$ cat src/hw/iop_pkg.sv
// Constants for the general-purpose I/O port with change notification.
// Assumes a 32-bit AXI4-Lite register bus and a 16-pin port.
package iop_pkg;
   localparam int          NPINS        = 16;
   localparam logic [11:0] OFS_DIR      = 12'h000;
   localparam logic [11:0] OFS_PIN      = 12'h004;
   localparam logic [11:0] OFS_LAT      = 12'h008;
   localparam logic [11:0] OFS_ODS      = 12'h00c;
   localparam logic [11:0] OFS_ANS      = 12'h010;
   localparam logic [11:0] OFS_CIE      = 12'h014;
   localparam logic [11:0] OFS_PUE      = 12'h018;
   localparam logic [11:0] OFS_PDE      = 12'h01c;
   localparam logic [11:0] OFS_CST      = 12'h020;
   localparam logic [15:0] RST_ANS      = 16'hffff;
   localparam logic [15:0] RST_DIR      = 16'hffff;
   localparam logic [15:0] RST_ZERO     = 16'h0000;
   localparam logic [1:0]  RESP_OKAY    = 2'b00;
   localparam logic [1:0]  RESP_SLVERR  = 2'b10;
endpackage : iop_pkg

$ cat src/hw/iop_sync.sv
// Two-flop synchroniser bank for the pin inputs.
// Assumes the pins are asynchronous to core_clk.
`timescale 1ns/1ps
module iop_sync (
   // Clock and reset
   input  wire logic                     core_clk,
   input  wire logic                     sys_rst,
   // Data
   input  wire logic [iop_pkg::NPINS-1:0] async_in,
   output logic      [iop_pkg::NPINS-1:0] sync_out
);
   typedef struct packed {
      logic [iop_pkg::NPINS-1:0] s1;
      logic [iop_pkg::NPINS-1:0] s2;
   } iop_sync_s;
   iop_sync_s st_reg;
   iop_sync_s st_next;

   always_comb begin
      st_next.s1 = async_in;
      st_next.s2 = st_reg.s1;
   end

   always_ff @(posedge core_clk) begin
      if (sys_rst) begin
         st_reg <= '0;
      end else begin
         st_reg <= st_next;
      end
   end

   assign sync_out = st_reg.s2;
endmodule : iop_sync

$ cat src/hw/iop_port.sv
// GPIO port: direction, latch, open drain, analog select, pulls, change notice.
// Assumes an AXI4-Lite master on core_clk and a pad ring resolving pins.
`timescale 1ns/1ps
module iop_port (
   // Clock and reset
   input  wire logic                     core_clk,
   input  wire logic                     sys_rst,
   // AXI4-Lite write
   input  wire logic [11:0]              s_axi_awaddr,
   input  wire logic                     s_axi_awvalid,
   output logic                          s_axi_awready,
   input  wire logic [31:0]              s_axi_wdata,
   input  wire logic [3:0]               s_axi_wstrb,
   input  wire logic                     s_axi_wvalid,
   output logic                          s_axi_wready,
   output logic [1:0]                    s_axi_bresp,
   output logic                          s_axi_bvalid,
   input  wire logic                     s_axi_bready,
   // AXI4-Lite read
   input  wire logic [11:0]              s_axi_araddr,
   input  wire logic                     s_axi_arvalid,
   output logic                          s_axi_arready,
   output logic [31:0]                   s_axi_rdata,
   output logic [1:0]                    s_axi_rresp,
   output logic                          s_axi_rvalid,
   input  wire logic                     s_axi_rready,
   // Pads
   input  wire logic [iop_pkg::NPINS-1:0] pin_in,
   output logic      [iop_pkg::NPINS-1:0] pin_out,
   output logic      [iop_pkg::NPINS-1:0] pin_oe_n,
   output logic      [iop_pkg::NPINS-1:0] weak_pullup_on,
   output logic      [iop_pkg::NPINS-1:0] weak_pulldown_on,
   output logic      [iop_pkg::NPINS-1:0] analog_mode,
   // Change notice
   output logic                          input_change_notice
);
   localparam int N = iop_pkg::NPINS;

   typedef struct packed {
      logic [N-1:0]  direction_control;
      logic [N-1:0]  output_latch;
      logic [N-1:0]  open_drain_select;
      logic [N-1:0]  analog_select;
      logic [N-1:0]  change_irq_enable;
      logic [N-1:0]  weak_pullup_enable;
      logic [N-1:0]  weak_pulldown_enable;
      logic [N-1:0]  captured;
      logic [N-1:0]  state_change_event;
      logic [N-1:0]  pin_out;
      logic [N-1:0]  pin_oe_n;
      logic [N-1:0]  pu;
      logic [N-1:0]  pd;
      logic [N-1:0]  an;
      logic          notice;
      logic          aw_got;
      logic          w_got;
      logic          aw_rdy;
      logic          w_rdy;
      logic          ar_rdy;
      logic [11:0]   awaddr;
      logic [31:0]   wdata;
      logic [3:0]    wstrb;
      logic          bvalid;
      logic [1:0]    bresp;
      logic          rvalid;
      logic [1:0]    rresp;
      logic [31:0]   rdata;
   } iop_port_s;

   iop_port_s    st_reg;
   iop_port_s    st_next;
   logic [N-1:0] pin_sync;
   logic [N-1:0] pin_input_value;
   logic [N-1:0] changed;
   logic [N-1:0] wmask;

   ////////////////////////////////////////////////////////////////////////////
   iop_sync u_sync (
      .core_clk (core_clk),
      .sys_rst  (sys_rst),
      .async_in (pin_in),
      .sync_out (pin_sync)
   );

   // Analog inputs read low; digital buffer is off there
   assign pin_input_value = pin_sync & ~(st_reg.analog_select & st_reg.direction_control);
   // Only pins with their change enable set are watched, outputs included
   assign changed = (pin_input_value ^ st_reg.captured) & st_reg.change_irq_enable;

   // Byte strobes on the low 16 bits only
   assign wmask = {{8{st_reg.wstrb[1]}}, {8{st_reg.wstrb[0]}}};

   ////////////////////////////////////////////////////////////////////////////
   always_comb begin
      st_next = st_reg;
      st_next.captured = pin_input_value;
      // Set wins over a same-cycle clear
      st_next.state_change_event = st_reg.state_change_event | changed;

      // Write channel: take address and data in either order
      if (s_axi_awvalid && !st_reg.aw_got) begin
         st_next.aw_got = 1'b1;
         st_next.awaddr = s_axi_awaddr;
      end
      if (s_axi_wvalid && !st_reg.w_got) begin
         st_next.w_got = 1'b1;
         st_next.wdata = s_axi_wdata;
         st_next.wstrb = s_axi_wstrb;
      end
      if (st_reg.aw_got && st_reg.w_got && !st_reg.bvalid) begin
         st_next.aw_got = 1'b0;
         st_next.w_got  = 1'b0;
         st_next.bvalid = 1'b1;
         st_next.bresp  = iop_pkg::RESP_OKAY;
         case (st_reg.awaddr)
            iop_pkg::OFS_DIR: st_next.direction_control =
               (st_reg.direction_control & ~wmask) | (st_reg.wdata[N-1:0] & wmask);
            iop_pkg::OFS_LAT: st_next.output_latch =
               (st_reg.output_latch & ~wmask) | (st_reg.wdata[N-1:0] & wmask);
            iop_pkg::OFS_ODS: st_next.open_drain_select =
               (st_reg.open_drain_select & ~wmask) | (st_reg.wdata[N-1:0] & wmask);
            iop_pkg::OFS_ANS: st_next.analog_select =
               (st_reg.analog_select & ~wmask) | (st_reg.wdata[N-1:0] & wmask);
            iop_pkg::OFS_CIE: st_next.change_irq_enable =
               (st_reg.change_irq_enable & ~wmask) | (st_reg.wdata[N-1:0] & wmask);
            iop_pkg::OFS_PUE: st_next.weak_pullup_enable =
               (st_reg.weak_pullup_enable & ~wmask) | (st_reg.wdata[N-1:0] & wmask);
            iop_pkg::OFS_PDE: st_next.weak_pulldown_enable =
               (st_reg.weak_pulldown_enable & ~wmask) | (st_reg.wdata[N-1:0] & wmask);
            // Write one to clear; new events still set
            iop_pkg::OFS_CST: st_next.state_change_event =
               (st_reg.state_change_event & ~(st_reg.wdata[N-1:0] & wmask)) | changed;
            iop_pkg::OFS_PIN: begin
            end
            default: st_next.bresp = iop_pkg::RESP_SLVERR;
         endcase
      end
      if (st_reg.bvalid && s_axi_bready) begin
         st_next.bvalid = 1'b0;
      end

      // Read channel
      if (st_reg.rvalid && s_axi_rready) begin
         st_next.rvalid = 1'b0;
      end
      if (s_axi_arvalid && !st_reg.rvalid) begin
         st_next.rvalid = 1'b1;
         st_next.rresp  = iop_pkg::RESP_OKAY;
         st_next.rdata  = '0;
         case (s_axi_araddr)
            iop_pkg::OFS_DIR: st_next.rdata[N-1:0] = st_reg.direction_control;
            iop_pkg::OFS_PIN: st_next.rdata[N-1:0] = pin_input_value;
            iop_pkg::OFS_LAT: st_next.rdata[N-1:0] = st_reg.output_latch;
            iop_pkg::OFS_ODS: st_next.rdata[N-1:0] = st_reg.open_drain_select;
            iop_pkg::OFS_ANS: st_next.rdata[N-1:0] = st_reg.analog_select;
            iop_pkg::OFS_CIE: st_next.rdata[N-1:0] = st_reg.change_irq_enable;
            iop_pkg::OFS_PUE: st_next.rdata[N-1:0] = st_reg.weak_pullup_enable;
            iop_pkg::OFS_PDE: st_next.rdata[N-1:0] = st_reg.weak_pulldown_enable;
            iop_pkg::OFS_CST: st_next.rdata[N-1:0] = st_reg.state_change_event;
            default:          st_next.rresp = iop_pkg::RESP_SLVERR;
         endcase
      end

      // Pad drive: open drain only ever pulls low
      for (int i = 0; i < N; i++) begin
         if (st_reg.open_drain_select[i]) begin
            st_next.pin_out[i]  = 1'b0;
            st_next.pin_oe_n[i] = st_reg.direction_control[i] | st_reg.output_latch[i];
         end else begin
            st_next.pin_out[i]  = st_reg.output_latch[i];
            st_next.pin_oe_n[i] = st_reg.direction_control[i];
         end
      end
      st_next.pu     = st_reg.weak_pullup_enable;
      st_next.pd     = st_reg.weak_pulldown_enable;
      st_next.an     = st_reg.analog_select;
      st_next.notice = |st_next.state_change_event;
      // Readies registered too, so no output passes through a gate
      st_next.aw_rdy = !st_next.aw_got;
      st_next.w_rdy  = !st_next.w_got;
      st_next.ar_rdy = !st_next.rvalid;
   end

   always_ff @(posedge core_clk) begin
      if (sys_rst) begin
         st_reg                      <= '0;
         st_reg.direction_control    <= iop_pkg::RST_DIR;
         st_reg.analog_select        <= iop_pkg::RST_ANS;
         st_reg.an                   <= iop_pkg::RST_ANS;
         st_reg.pin_oe_n             <= iop_pkg::RST_DIR;
         st_reg.output_latch         <= iop_pkg::RST_ZERO;
         st_reg.aw_rdy               <= 1'b1;
         st_reg.w_rdy                <= 1'b1;
         st_reg.ar_rdy               <= 1'b1;
      end else begin
         st_reg <= st_next;
      end
   end

   ////////////////////////////////////////////////////////////////////////////
   // Writes land in a register before they reach pads, hence the turnaround
   assign s_axi_awready    = st_reg.aw_rdy;
   assign s_axi_wready     = st_reg.w_rdy;
   assign s_axi_bvalid     = st_reg.bvalid;
   assign s_axi_bresp      = st_reg.bresp;
   assign s_axi_arready    = st_reg.ar_rdy;
   assign s_axi_rvalid     = st_reg.rvalid;
   assign s_axi_rresp      = st_reg.rresp;
   assign s_axi_rdata      = st_reg.rdata;
   assign pin_out          = st_reg.pin_out;
   assign pin_oe_n         = st_reg.pin_oe_n;
   assign weak_pullup_on   = st_reg.pu;
   assign weak_pulldown_on = st_reg.pd;
   assign analog_mode      = st_reg.an;
   assign input_change_notice = st_reg.notice;
endmodule : iop_port

$ cat config.mk
export PLATFORM = sky130hd
export DESIGN_NAME = iop_port
export DESIGN_NICKNAME = d
export VERILOG_FILES = /design/src/hw/iop_pkg.sv /design/src/hw/iop_sync.sv /design/src/hw/iop_port.sv
export SDC_FILE = /design/constraint.sdc
export NUM_CORES = 1
export LEC_CHECK = 0
export BUFFER_PORTS_ARGS = -buffer_cell sky130_fd_sc_hd__buf_4
export CAP_MARGIN = 5
export CORE_MARGIN = 4
export CORE_UTILIZATION = 40
export CTS_CLUSTER_SIZE = 12
export DETAILED_ROUTE_END_ITERATION = 10
export HOLD_SLACK_MARGIN = 0.06
export PLACE_DENSITY = 0.71
export SLEW_MARGIN = 20
export SYNTH_ARGS = -nofsm -noshare
export SYNTH_HDL_FRONTEND = slang
export SYNTH_HIERARCHICAL = 1
export SYNTH_SLANG_ARGS = --single-unit
$ cat constraint.sdc
create_clock -name core_clk -period 2.7 [get_ports core_clk]
set_input_delay 0.27 -clock core_clk [delete_from_list [all_inputs] [get_ports core_clk]]
set_output_delay 0.27 -clock core_clk [all_outputs]
set_load 0.05 [all_outputs]
==> impl_metrics.toml <==
[outcome]
status = "completed"

[synthesis]
synth_area_um2 = 12500
synth_compound_area_share_pct = 9.13
avgSynthCellArea_um2 = 9.46
synth_fa_ha_area_share_pct = 0
synth_flop_cell = "dfxtp_1"
synth_xor_area_share_pct = 1.05
synthDistinctLibCells = 51
synth_simple_gate_area_share_pct = 20.9
synth_top_family_by_area = "simple AND/OR/NAND/NOR gates"
ys_seq_area_share_pct = 49.8
syn_inst = 1325
synth-async-reset-ratio_pct = 0
synth_edf_count = 0
synth_seq_cells = 312
ys_warn_count = 6
synthMuxAreaShare_pct = 8.88

[floorplanning]
ios = 205
die_w_um = 185
die_h_um = 185
initial_core_util_pct = 40.8
rows = 64
die-area_um2 = 34200
core-area_um2 = 30700

[power_and_ir_drop]
irDropWorstVdd_uv = 376
power_per_cell_area_nw_per_um2 = 644
p_total_mw = 9.85
p_clk_share_pct = 45.7
switchingPower_mw = 2.21
seqPwrFrac_pct = 48.0
p_leak_nw = 6.05
power_frac_comb_pct = 6.3
switching_share_pct = 22.5
p_int_mw = 7.64

[global_route]
antenna_found_initial = 1
grt.total_usage_pct = 19.2
grt_max_degree = 175
grt_overflow_total = 0
grt_pass1_wl_mm = 52.2
grt_pass1_vias = 9043

[worst_setup_path]
required_ns = 3.07
path_buf_inv = 2
crit_path_max_fanout = 8
start_kind = "register"
cpMostUsedCell = "buf_4"
crit_cells = 8
slowest_delay_ns = 0.56
crit_family = "simple AND/OR/NAND/NOR gates"
worst-r2r-cell-count = 8
cp-end-kind = "register"
critical_path_class = "register to register"
path_cells = "or4_4 -> buf_4 -> or3_4 -> nor4_4 -> buf_4 -> nand3_4 -> mux2i_1 -> nor2_1"
arrival_ns = 2.97
slowest_stage = "or4_4"

[timing]
period_share_pct = 96.6
max_freq_mhz = 383
hold_ws_ns = 0.0827
final_max_slew_viol_count = 0
fin_skew_ns = 0.0122
tightest_slew_ns = 0.843
relSlewSlack_pct = 43.7
hold_violations = 0
final.min_clock_period_ns = 2.61
finalSetupViolations = 0

[clock_tree]
clockRootBuffer = "clkbuf_16"
path_clk_slew_ns = 0.06
clock_latency_ns = 0.51
htree_levels = 2
cts_tree = "built"
numClockSinks = 312
cts_buffers = 35
clk_path_buf_depth = 3

[detailed_routing]
antenna_left = 0
first_iter_violations = 684
drc = 0
vias_per_cell = 5.12
drtPass1Iterations = 7
vias = 9519
post_drt_wl_per_cell_um = 18.2
drt-total-wl_mm = 33.8

[place]
numPlacedInstances = 1759
place_congestion = 0.891
dp_hpwl_mm = 24.0
portBuffers = 168

[layout]
area_delta_synth_final_pct = 22.0
drive_above_1_share_pct = 22.4
layout.cells.non_filler = 1860
antennaDiodeCount = 0
fin_nets = 1533
final_util_pct = 49.7

[run]
drv_cap = 0

[min_path]
min_path_cells = 4
min_path_type = "input port to register"
==> repair_timing <==
action | 4_1_cts | 5_1_grt
gates resized for setup | 5 | 6
pin swaps | 1 | 3
endpoints found under the setup margin | 1 | 7
hold buffers | 49 | 0
buffers inserted | 0 | 1
hold endpoints to repair | 52 | 0
==> worst min-delay path: stages <==
cell	delay, ns
buf_4	0.11
inv_1	0.04
a21oi_1	0.06
nor2_1	0.07
==> power by group through the flow <==
stage | Combinational, mW | Sequential (mW) | Clock, mW
after detailed placement | 0.546 | 4.83 | 0
after global routing | 0.666 | 4.73 | 4.80
final | 0.617 | 4.73 | 4.50
after floorplan | 0.371 | 4.81 | 0
after CTS | 0.608 | 4.73 | 4.61
after global placement | 0.541 | 4.82 | 0
==> worst paths after layout <==
check / slack [ns] / end / start
hold reg to reg: 0.43 / u_sync/sync_out[1] / u_sync/st_next[1]
setup / recovery: 0.09 / register / st_reg[80]
setup reg to reg: 0.09 / register / st_reg[80]
hold / removal: 0.08 / s_axi_bvalid / s_axi_bready
==> metal layers <==
layer	GRT usage, %	wire, um	vias up
li1	-	-	4615
met3	3.08	2660	69
met5	0	0	-
met2	28.0	14200	423
met1	28.8	15900	4412
met4	6.93	1100	0
==> synth_stat cells (all sizes together) (17+ instances only) <==
| master | n | area share [%] |
|---|---|---|
| a21oi | 48 | 1.9 |
| mux2i | 91 | 7.3 |
| buf | 135 | 7.7 |
| nor2 | 110 | 3.4 |
| or2 | 18 | 0.90 |
| clkbuf | 63 | 1.9 |
| a21boi | 17 | 1.0 |
| nor3b | 17 | 1.0 |
| dfxtp | 312 | 50 |
| inv | 17 | 0.51 |
| a211o | 20 | 1.4 |
| nand3 | 83 | 3.5 |
| a221oi | 46 | 3.2 |
| nor2b | 89 | 4.4 |
| nand2 | 157 | 4.7 |
==> final cells by class <==
type	instances	area, um^2
fill	2873	15500
sequential	312	6250
multi-input combinational	815	5150
timing repair buffer	269	2260
clock buffer	48	1030
tap	396	495
inverter	17	63.8
clock inverter	3	46.3
==> logic make-up after synthesis <==
| family | count (synthesis) |
|---|---|
| xor+xnor | 15 |
| mux | 108 |
| simple gates | 517 |
| compound gates | 157 |
| flops | 312 |
| buf+inv | 215 |
| other cells | 1 |
==> per-stage QoR <==
step | worst slack (ns) | TNS [ns] | instance area, um^2
final | 0.0912 | 0 | 15300
after global routing | -0.0166 | -0.0563 | 15300
after CTS | 0.0268 | 0 | 15200
after detailed placement | -0.155 | -0.155 | 13700
after global placement | -0.166 | -0.166 | 13700
after floorplan | 0.342 | 0 | 12600
==> placed cells by master, fill, tap and decap left out, drive strengths merged, types with 18 or more instances in the layout <==
cell,instances
conb,18
nand2,157
dfxtp,312
nor2b,89
inv,18
a211o,20
or2,18
nor2,110
nand3,83
clkbuf,49
buf,219
mux2i,91
a221oi,46
a21oi,48
dlygate4sd3,49
Power figures use the tool's default switching activity.
